[src/design/subr_call_pkg.sv]
// shared types and constants for the subroutine call execution block
package subr_call_pkg;
    localparam int          WORD_W        = 36;
    localparam int          ADDR_W        = 30;
    localparam int          HALF_W        = 18;
    localparam int          FLAG_W        = 13;
    localparam logic [8:0]  OP_SAVE_MEM   = 9'h0b4;
    localparam logic [8:0]  OP_SAVE_AC    = 9'h0b5;
    localparam logic [8:0]  OP_SAVE_ACC   = 9'h0b6;
    localparam logic [8:0]  OP_RESTORE_AC = 9'h0b7;
    // flag bit positions, numbered from the left (bit 0 = msb of flag field)
    localparam int          FLG_USER      = 5;
    localparam int          FLG_PUBLIC    = 7;
    localparam int          FLG_AFI       = 8;
    localparam int          FLG_TRAP2     = 9;
    localparam int          FLG_TRAP1     = 10;
    localparam int          FLG_FPD       = 11;
    localparam logic [5:0]  SECT_PAD      = 6'h00;
    localparam logic [12:0] FLAG_RESET    = 13'h0000;

    typedef struct packed {
        logic [8:0]        opcode;
        logic [3:0]        ac_sel;
        logic [ADDR_W-1:0] ea;
        logic              ea_done;
        logic              intr_instr;
    } instr_s;

    typedef struct packed {
        logic              valid;
        logic [ADDR_W-1:0] addr;
        logic [WORD_W-1:0] data;
    } mem_wr_s;

    typedef struct packed {
        logic              valid;
        logic [3:0]        sel;
        logic [WORD_W-1:0] data;
    } ac_wr_s;
endpackage : subr_call_pkg

[src/design/subroutine_call_execution.sv]
// execution of the four subroutine calling jumps
// Behaviour
// - section zero memory save: flags plus pc
// - nonzero section: pc bits 6-35, top zero
// - memory-saving jump continues at e plus one
// - both pc saves clear fpd, afi, traps
// - interrupt memory save from user leaves user, clears public
// - accumulator pc save in either section, then jump e
// - pc saving jumps are unconditional
// - acc save: store ac, load halves, jump e+1
// - acc restore loads from ac left, jumps e
// - acc save/restore use in-section parts only, except the save store to full e
module subroutine_call_execution
    import subr_call_pkg::*;
(
    input  wire logic              core_clk,
    input  wire logic              sys_rst,
    input  wire logic              instr_valid,
    input  wire instr_s            instr,
    input  wire logic [ADDR_W-1:0] pc,
    input  wire logic [FLAG_W-1:0] flags_in,
    input  wire logic [WORD_W-1:0] ac_value,
    input  wire logic              mem_rd_ack,
    input  wire logic [WORD_W-1:0] mem_rd_data,
    output logic                   busy_ff,
    output mem_wr_s                mem_wr_ff,
    output logic                   mem_rd_req_ff,
    output logic [ADDR_W-1:0]      mem_rd_addr_ff,
    output ac_wr_s                 ac_wr_ff,
    output logic                   flags_wr_ff,
    output logic [FLAG_W-1:0]      flags_out_ff,
    output logic                   jump_ff,
    output logic [ADDR_W-1:0]      jump_addr_ff,
    output logic                   done_ff
);
    typedef enum logic [1:0] {ST_IDLE, ST_WAIT_RD} state_e;

    state_e            state_ff,       nxt_state;
    logic              nxt_busy;
    mem_wr_s           nxt_mem_wr;
    logic              nxt_mem_rd_req;
    logic [ADDR_W-1:0] nxt_mem_rd_addr;
    ac_wr_s            nxt_ac_wr;
    logic              nxt_flags_wr;
    logic [FLAG_W-1:0] nxt_flags_out;
    logic              nxt_jump;
    logic [ADDR_W-1:0] nxt_jump_addr;
    logic              nxt_done;
    logic [3:0]        rd_sel_ff,      nxt_rd_sel;
    logic [ADDR_W-1:0] rd_jump_ff,     nxt_rd_jump;
    logic [WORD_W-1:0] pc_word;

    pc_word_fmt u_fmt (
        .flags   (flags_in),
        .pc      (pc),
        .pc_word (pc_word)
    );

    // in-section address within the current section
    function automatic logic [ADDR_W-1:0] local_addr(input logic [ADDR_W-1:0] base,
                                                     input logic [HALF_W-1:0] off);
        local_addr = {base[ADDR_W-1:HALF_W], off};
    endfunction : local_addr

    // flags with the per-call bits knocked down
    function automatic logic [FLAG_W-1:0] call_flags(input logic [FLAG_W-1:0] f,
                                                     input logic              leave_user);
        logic [FLAG_W-1:0] r;
        r = f;
        r[FLAG_W-1-FLG_FPD]   = 1'b0;
        r[FLAG_W-1-FLG_AFI]   = 1'b0;
        r[FLAG_W-1-FLG_TRAP1] = 1'b0;
        r[FLAG_W-1-FLG_TRAP2] = 1'b0;
        if (leave_user) begin
            r[FLAG_W-1-FLG_USER]   = 1'b0;
            r[FLAG_W-1-FLG_PUBLIC] = 1'b0;
        end
        call_flags = r;
    endfunction : call_flags

    logic go;
    logic in_user;
    assign go      = instr_valid && instr.ea_done && (state_ff == ST_IDLE);
    assign in_user = flags_in[FLAG_W-1-FLG_USER];

    always_comb begin
        nxt_state       = state_ff;
        nxt_busy        = busy_ff;
        nxt_mem_wr      = '0;
        nxt_mem_rd_req  = 1'b0;
        nxt_mem_rd_addr = mem_rd_addr_ff;
        nxt_ac_wr       = '0;
        nxt_flags_wr    = 1'b0;
        nxt_flags_out   = flags_out_ff;
        nxt_jump        = 1'b0;
        nxt_jump_addr   = jump_addr_ff;
        nxt_done        = 1'b0;
        nxt_rd_sel      = rd_sel_ff;
        nxt_rd_jump     = rd_jump_ff;
        unique case (state_ff)
            ST_IDLE: begin
                if (go) begin
                    unique case (instr.opcode)
                        OP_SAVE_MEM: begin
                            nxt_mem_wr    = '{valid: 1'b1, addr: instr.ea, data: pc_word};
                            nxt_flags_wr  = 1'b1;
                            nxt_flags_out = call_flags(flags_in, instr.intr_instr && in_user);
                            nxt_jump      = 1'b1;
                            nxt_jump_addr = instr.ea + 30'h1;
                            nxt_done      = 1'b1;
                        end
                        OP_SAVE_AC: begin
                            nxt_ac_wr     = '{valid: 1'b1, sel: instr.ac_sel, data: pc_word};
                            nxt_flags_wr  = 1'b1;
                            nxt_flags_out = call_flags(flags_in, 1'b0);
                            nxt_jump      = 1'b1;
                            nxt_jump_addr = instr.ea;
                            nxt_done      = 1'b1;
                        end
                        OP_SAVE_ACC: begin
                            nxt_mem_wr    = '{valid: 1'b1, addr: instr.ea, data: ac_value};
                            nxt_ac_wr     = '{valid: 1'b1, sel: instr.ac_sel,
                                              data: {instr.ea[HALF_W-1:0], pc[HALF_W-1:0]}};
                            nxt_jump      = 1'b1;
                            nxt_jump_addr = local_addr(pc, instr.ea[HALF_W-1:0] + 18'h1);
                            nxt_done      = 1'b1;
                        end
                        OP_RESTORE_AC: begin
                            nxt_mem_rd_req  = 1'b1;
                            nxt_mem_rd_addr = local_addr(pc, ac_value[WORD_W-1:HALF_W]);
                            nxt_rd_sel      = instr.ac_sel;
                            nxt_rd_jump     = local_addr(pc, instr.ea[HALF_W-1:0]);
                            nxt_busy        = 1'b1;
                            nxt_state       = ST_WAIT_RD;
                        end
                        default: begin
                        end
                    endcase
                end
            end
            ST_WAIT_RD: begin
                // request held until acknowledged
                nxt_mem_rd_req = !mem_rd_ack;
                if (mem_rd_ack) begin
                    nxt_ac_wr     = '{valid: 1'b1, sel: rd_sel_ff, data: mem_rd_data};
                    nxt_jump      = 1'b1;
                    nxt_jump_addr = rd_jump_ff;
                    nxt_done      = 1'b1;
                    nxt_busy      = 1'b0;
                    nxt_state     = ST_IDLE;
                end
            end
        endcase
    end

    always_ff @(posedge core_clk) begin
        if (sys_rst) begin
            state_ff       <= ST_IDLE;
            busy_ff        <= 1'b0;
            mem_wr_ff      <= '0;
            mem_rd_req_ff  <= 1'b0;
            mem_rd_addr_ff <= '0;
            ac_wr_ff       <= '0;
            flags_wr_ff    <= 1'b0;
            flags_out_ff   <= FLAG_RESET;
            jump_ff        <= 1'b0;
            jump_addr_ff   <= '0;
            done_ff        <= 1'b0;
            rd_sel_ff      <= '0;
            rd_jump_ff     <= '0;
        end else begin
            state_ff       <= nxt_state;
            busy_ff        <= nxt_busy;
            mem_wr_ff      <= nxt_mem_wr;
            mem_rd_req_ff  <= nxt_mem_rd_req;
            mem_rd_addr_ff <= nxt_mem_rd_addr;
            ac_wr_ff       <= nxt_ac_wr;
            flags_wr_ff    <= nxt_flags_wr;
            flags_out_ff   <= nxt_flags_out;
            jump_ff        <= nxt_jump;
            jump_addr_ff   <= nxt_jump_addr;
            done_ff        <= nxt_done;
            rd_sel_ff      <= nxt_rd_sel;
            rd_jump_ff     <= nxt_rd_jump;
        end
    end

    a_save_mem_jump: assert property (@(posedge core_clk) disable iff (sys_rst)
        go && instr.opcode == OP_SAVE_MEM |=> jump_ff && jump_addr_ff == $past(instr.ea) + 30'h1)
        else $error("memory save jump target wrong");

    // top bits zero off section 0
    a_save_mem_fmt: assert property (@(posedge core_clk) disable iff (sys_rst)
        go && instr.opcode == OP_SAVE_MEM && pc[ADDR_W-1:HALF_W] != 12'h000
        |=> mem_wr_ff.valid && mem_wr_ff.data == {6'h00, $past(pc)})
        else $error("nonzero section pc word wrong");

    a_save_mem_flags: assert property (@(posedge core_clk) disable iff (sys_rst)
        go && instr.opcode == OP_SAVE_MEM && pc[ADDR_W-1:HALF_W] == 12'h000
        |=> mem_wr_ff.data[WORD_W-1:WORD_W-FLAG_W] == $past(flags_in))
        else $error("section zero flags not saved");

    a_flags_clear: assert property (@(posedge core_clk) disable iff (sys_rst)
        flags_wr_ff |-> !flags_out_ff[FLAG_W-1-FLG_FPD] && !flags_out_ff[FLAG_W-1-FLG_AFI]
        && !flags_out_ff[FLAG_W-1-FLG_TRAP1] && !flags_out_ff[FLAG_W-1-FLG_TRAP2])
        else $error("call flags not cleared");

    a_leave_user: assert property (@(posedge core_clk) disable iff (sys_rst)
        go && instr.opcode == OP_SAVE_MEM && instr.intr_instr && in_user
        |=> !flags_out_ff[FLAG_W-1-FLG_USER] && !flags_out_ff[FLAG_W-1-FLG_PUBLIC])
        else $error("user mode not left");

    a_save_ac_jump: assert property (@(posedge core_clk) disable iff (sys_rst)
        go && instr.opcode == OP_SAVE_AC
        |=> ac_wr_ff.valid && jump_ff && jump_addr_ff == $past(instr.ea))
        else $error("accumulator save jump wrong");

    a_save_acc_halves: assert property (@(posedge core_clk) disable iff (sys_rst)
        go && instr.opcode == OP_SAVE_ACC
        |=> ac_wr_ff.data == {$past(instr.ea[HALF_W-1:0]), $past(pc[HALF_W-1:0])} && mem_wr_ff.valid)
        else $error("accumulator save halves wrong");

    a_restore_done: assert property (@(posedge core_clk) disable iff (sys_rst)
        state_ff == ST_WAIT_RD && mem_rd_ack |=> ac_wr_ff.valid && jump_ff && state_ff == ST_IDLE)
        else $error("restore did not complete");

    a_wait_address: assert property (@(posedge core_clk) disable iff (sys_rst)
        state_ff == ST_IDLE && !(instr_valid && instr.ea_done) |=> !jump_ff && !mem_wr_ff.valid)
        else $error("action before address ready");

    // flag bits the pc saves knock down, spelled out apart from call_flags
    localparam logic [FLAG_W-1:0] CLR_MASK = (FLAG_W'(1) << (FLAG_W-1-FLG_FPD)) | (FLAG_W'(1) << (FLAG_W-1-FLG_AFI))
                                           | (FLAG_W'(1) << (FLAG_W-1-FLG_TRAP1)) | (FLAG_W'(1) << (FLAG_W-1-FLG_TRAP2));

    a_save_mem_addr: assert property (@(posedge core_clk) disable iff (sys_rst)
        go && instr.opcode == OP_SAVE_MEM |=> mem_wr_ff.valid && mem_wr_ff.addr == $past(instr.ea))
        else $error("memory save address wrong");

    a_save_ac_sect0: assert property (@(posedge core_clk) disable iff (sys_rst)
        go && instr.opcode == OP_SAVE_AC && pc[ADDR_W-1:HALF_W] == 12'h000
        |=> ac_wr_ff.data == {$past(flags_in), 5'h00, $past(pc[HALF_W-1:0])})
        else $error("section zero ac word wrong");

    a_save_ac_sectn: assert property (@(posedge core_clk) disable iff (sys_rst)
        go && instr.opcode == OP_SAVE_AC && pc[ADDR_W-1:HALF_W] != 12'h000
        |=> ac_wr_ff.data == {6'h00, $past(pc)})
        else $error("nonzero section ac word wrong");

    a_save_acc_store: assert property (@(posedge core_clk) disable iff (sys_rst)
        go && instr.opcode == OP_SAVE_ACC
        |=> mem_wr_ff.addr == $past(instr.ea) && mem_wr_ff.data == $past(ac_value))
        else $error("accumulator save store wrong");

    a_save_acc_jump: assert property (@(posedge core_clk) disable iff (sys_rst)
        go && instr.opcode == OP_SAVE_ACC |=> jump_ff && jump_addr_ff[ADDR_W-1:HALF_W] == $past(pc[ADDR_W-1:HALF_W])
        && jump_addr_ff[HALF_W-1:0] == $past(instr.ea[HALF_W-1:0]) + 18'h1)
        else $error("accumulator save left section");

    a_restore_addr: assert property (@(posedge core_clk) disable iff (sys_rst)
        go && instr.opcode == OP_RESTORE_AC
        |=> mem_rd_req_ff && mem_rd_addr_ff == {$past(pc[ADDR_W-1:HALF_W]), $past(ac_value[WORD_W-1:HALF_W])})
        else $error("restore pointer wrong");

    a_restore_held: assert property (@(posedge core_clk) disable iff (sys_rst)
        state_ff == ST_WAIT_RD && !mem_rd_ack |=> mem_rd_req_ff && busy_ff && state_ff == ST_WAIT_RD)
        else $error("restore request dropped");

    a_pc_save_uncond: assert property (@(posedge core_clk) disable iff (sys_rst)
        go && (instr.opcode == OP_SAVE_MEM || instr.opcode == OP_SAVE_AC)
        |=> jump_ff && flags_wr_ff && done_ff)
        else $error("pc save not unconditional");

    a_flags_kept: assert property (@(posedge core_clk) disable iff (sys_rst)
        go && instr.opcode == OP_SAVE_AC
        |=> (flags_out_ff | CLR_MASK) == ($past(flags_in) | CLR_MASK))
        else $error("untouched flags changed");
endmodule : subroutine_call_execution

[src/design/pc_word_fmt.sv]
// builds the saved pc word for section zero or nonzero section
module pc_word_fmt
    import subr_call_pkg::*;
(
    input  wire logic [FLAG_W-1:0] flags,
    input  wire logic [ADDR_W-1:0] pc,
    output logic      [WORD_W-1:0] pc_word
);
    logic sect_zero;
    assign sect_zero = (pc[ADDR_W-1:HALF_W] == 12'h000);
    always_comb begin
        if (sect_zero) begin
            pc_word = {flags, 5'h00, pc[HALF_W-1:0]};
        end else begin
            pc_word = {SECT_PAD, pc};
        end
    end
endmodule : pc_word_fmt

[config.mk]
export PLATFORM = sky130hd
export DESIGN_NAME = subroutine_call_execution
export DESIGN_NICKNAME = d
export VERILOG_FILES = /design/src/design/subr_call_pkg.sv /design/src/design/subroutine_call_execution.sv /design/src/design/pc_word_fmt.sv
export SDC_FILE = /design/constraint.sdc
export NUM_CORES = 1
export LEC_CHECK = 0
export BUFFER_PORTS_ARGS = -buffer_cell sky130_fd_sc_hd__buf_2
export CORE_UTILIZATION = 45
export DETAILED_ROUTE_END_ITERATION = 16
export PLACE_DENSITY = 0.83
export REMOVE_ABC_BUFFERS = 1
export SLEW_MARGIN = 20
export SYNTH_ARGS = -nofsm -noshare
export SYNTH_HDL_FRONTEND = slang
export SYNTH_HIERARCHICAL = 1
export SYNTH_SLANG_ARGS = --single-unit
[constraint.sdc]
create_clock -name core_clk -period 3.3 [get_ports core_clk]
set_input_delay 0.33 -clock core_clk [delete_from_list [all_inputs] [get_ports core_clk]]
set_output_delay 0.33 -clock core_clk [all_outputs]
set_load 0.02 [all_outputs]
==> results.yml <==
place:
  portBuffers: 345
  gp_congestion: 0.992
  pre_cts_ws_ps: 642
  dpl_cell_area_um2: 10200
  dpl.hpwl_um: 22700
sta:
  clock_skew_ps: 15.3
  fmax_mhz: 398
  setup_viol: 0
  fin_ws_ps: 786
  fin_crit_ps: 2510
  hold_viol: 0
  drv_slew: 0
  fin_crit_sh: 0.762
  tightest_slew_ps: 842
  rsz0062_at_grt: "no"
  slew-limit-headroom: 0.439
synth:
  synth_top_family_by_area: "compound AO/OA/AOI/OAI gates"
  synth_area_um2: 8640
  synthAdderAreaFrac: 0.00145
  synth_top_cell_area_share: 0.471
  synth_edf_count: 0
  synthFlopType: "dfxtp_1"
  synth_xor_xnor_area_share: 0.0112
  yosysSeqAreaShare: 0.471
  syn_avg_cell_area_um2: 8.46
  synth_top_cell_by_area: "dfxtp_1"
  muxShareOfSynthArea: 0.0116
  synth_cell_type_count: 65
  async_reset_ff_frac: 0
  synth-seq-cells: 203
  synth-simple-area-share: 0.210
  synth_area_leaders: "dfxtp_1 47%, nand2_1 7.8%, a22oi_1 6.3%"
  synth_warnings: 6
  synth_cells: 1021
  synth-compound-area-share: 0.218
cells_and_area:
  drive_gt1_frac: 0.327
  final_core_util: 0.588
  mostFrequentLayoutCells: "344 x buf_2, 203 x dfxtp_1, 179 x nand2_1, 80 x a21oi_1, 73 x a22oi_1"
  mostFrequentLayoutCell: "buf_2"
  area_growth_pct: 27.8
  finalInstanceArea_um2: 11000
  nNetsFinal: 1457
setup_path:
  path_cells: "nand3b_1 > or2_2 > buf_4 > nor2_1 > buf_4 > and2_1"
  worstSetupPathType: "reg2reg"
  crit_family: "simple AND/OR/NAND/NOR gates"
  cp.arrival_ps: 2960
  crit_required_ps: 3750
  cpMaxStageDelayCell: "nor2_1"
  path_buf_inv: 2
  cp_max_fo: 64
  cp-end-kind: "flip-flop"
  cp_common_cell: "buf_4"
  cpPeakStageDelay_ps: 640
  start_kind: "flip-flop"
status:
  outcome: "completed"
cts:
  clockRootBuffer: "clkbuf_16"
  cts_setup_buffers: 0
  cts_tree: "yes"
  h-tree-depth: 1
  clock_sinks: 203
  cts_buffers: 22
  clkTransAtPathRegs_ps: 60
  clkLatencyLatePin_ps: 520
  clk_path_buf_depth: 3
power_and_ir_drop:
  p_leak_nw: 4.69
  p_per_area_nw_per_um2: 494
  ir_worst_vdd_mv: 0.379
detailed_routing:
  route.detailed.drc: 0
  ant_nets: 0
  vias: 9022
  drt-total-wl_um: 32400
  drt_first_iter_violations: 901
  routed_via_density: 5.85
  first_pass_iters: 7
  wl_per_cell_um: 21.0
global_routing:
  antenna_found_initial: 2
  grtUsageMet2: 0.511
  gr-max-usage-layer: "met2"
  grt_usage: 0.319
  overflow: 0
  grt_max_degree: 67
  met1_usage: 0.417
  met3_usage: 0.0691
  grt_pass1_vias: 8383
  grt_pass1_wl_um: 48400
die:
  initial_utilization: 0.460
  ioPinCount: 350
  core-area_um2: 18800
  die_y_um: 141
  die-area_um2: 19700
  rows: 50
  die_w_um: 141
worst_hold_path:
  hold_class: "in2reg"
job:
  drv_cap: 0
[metrics by stage]
step	power, mW	hold slack (ps)	setup TNS, ps	std cells
2_1_floorplan	2.59	399	-171240	899
3_3_place_gp	2.81	430	0	1501
3_5_place_dp	2.81	440	0	1501
4_1_cts	5.47	3.41	0	1541
5_1_grt	5.59	12.7	0	1542
6_report	5.45	16.1	0	1542
[registers in the layout, summed over array words and instances (netlist names)]
register / flops
done_ff: 1
state_ff: 1
ac_wr_ff: 41
jump_addr_ff: 30
rd_sel_ff: 4
rd_jump_ff: 19
mem_rd_req_ff: 1
mem_wr_ff: 67
flags_wr_ff: 1
mem_rd_addr_ff: 29
flags_out_ff: 9
[cell type report]
class	instances	area (um^2)
Inverter	9	33.8
Clock inverter	12	179
Tap cell	234	293
Fill cell	1661	7730
Timing Repair Buffer	369	1910
Multi-Input combinational cell	687	3950
Clock buffer	27	609
Antenna cell	1	2.50
Sequential cell	203	4060
[timing repair]
action	in CTS	in global routing
hold buffers	1	0
resized for setup	0	0
hold endpoints to repair	1	0
[metal layers]
layer  vias up  share of wire
met1      4205           0.40
met4         0          0.043
li1       4110              -
met5         -              0
met3        87           0.10
met2       620           0.45
[worst reg2reg max path, stage by stage, from the launching register on]
cell      delay, ps
dfxtp_1         310
nand3b_1        240
or2_2           340
buf_4           320
nor2_1          720
buf_4           340
and2_1          180
[power breakdown]
part           switching, mW  internal, mW  leakage [nW]
registers           0.000548          2.45          1.63
clock network           1.05          1.63         0.381
logic                  0.205         0.114          2.67
[logic make-up (layout without fill, tap and decap cells)]
group | Yosys count | count (layout)
XOR/XNOR | 11 | 11
adder cells (fa/ha/maj) | 1 | 1
AO/OA/AOI/OAI | 285 | 285
flip-flops | 203 | 203
buffers and inverters | 134 | 417
AND/OR/NAND/NOR | 376 | 376
other | 1 | 5
multiplexers | 10 | 10
[final timing paths]
path                       from                 end  slack, ps  depth (start not counted)
max                 state_ff[0]       mem_wr_ff[37]        790                          6
min             mem_rd_data[20]        ac_wr_ff[20]         20                          3
max reg2reg         state_ff[0]       mem_wr_ff[37]        790                          6
min reg2reg  mem_rd_addr_ff[12]  mem_rd_addr_ff[12]        450                          2
[cells in the mapped netlist, types with 3 or more instances]
cell type and count:
and3_1 4, xnor2_1 6, or2_2 3, nand4_1 11, nand3_1 14, a31oi_1 6, inv_1 8, o31ai_1 4
nor2b_1 4, o31a_1 4, o41a_1 3, nor2_1 61, a22oi_1 73, a41o_1 8, buf_2 13, xor2_1 5
nor4_1 7, and2_1 30, and4_1 12, or3_1 5, dfxtp_1 203, a221o_1 6, a21oi_1 80, mux2i_1 10
buf_1 7, nand2_1 179, a22o_1 6, or4_1 4, o21ai_0 64, clkbuf_1 65, nand2b_1 11, a32oi_1 8
nor3_1 17, buf_4 38, nor4_2 3
No activity file was read; power rests on OpenSTA's default activity.
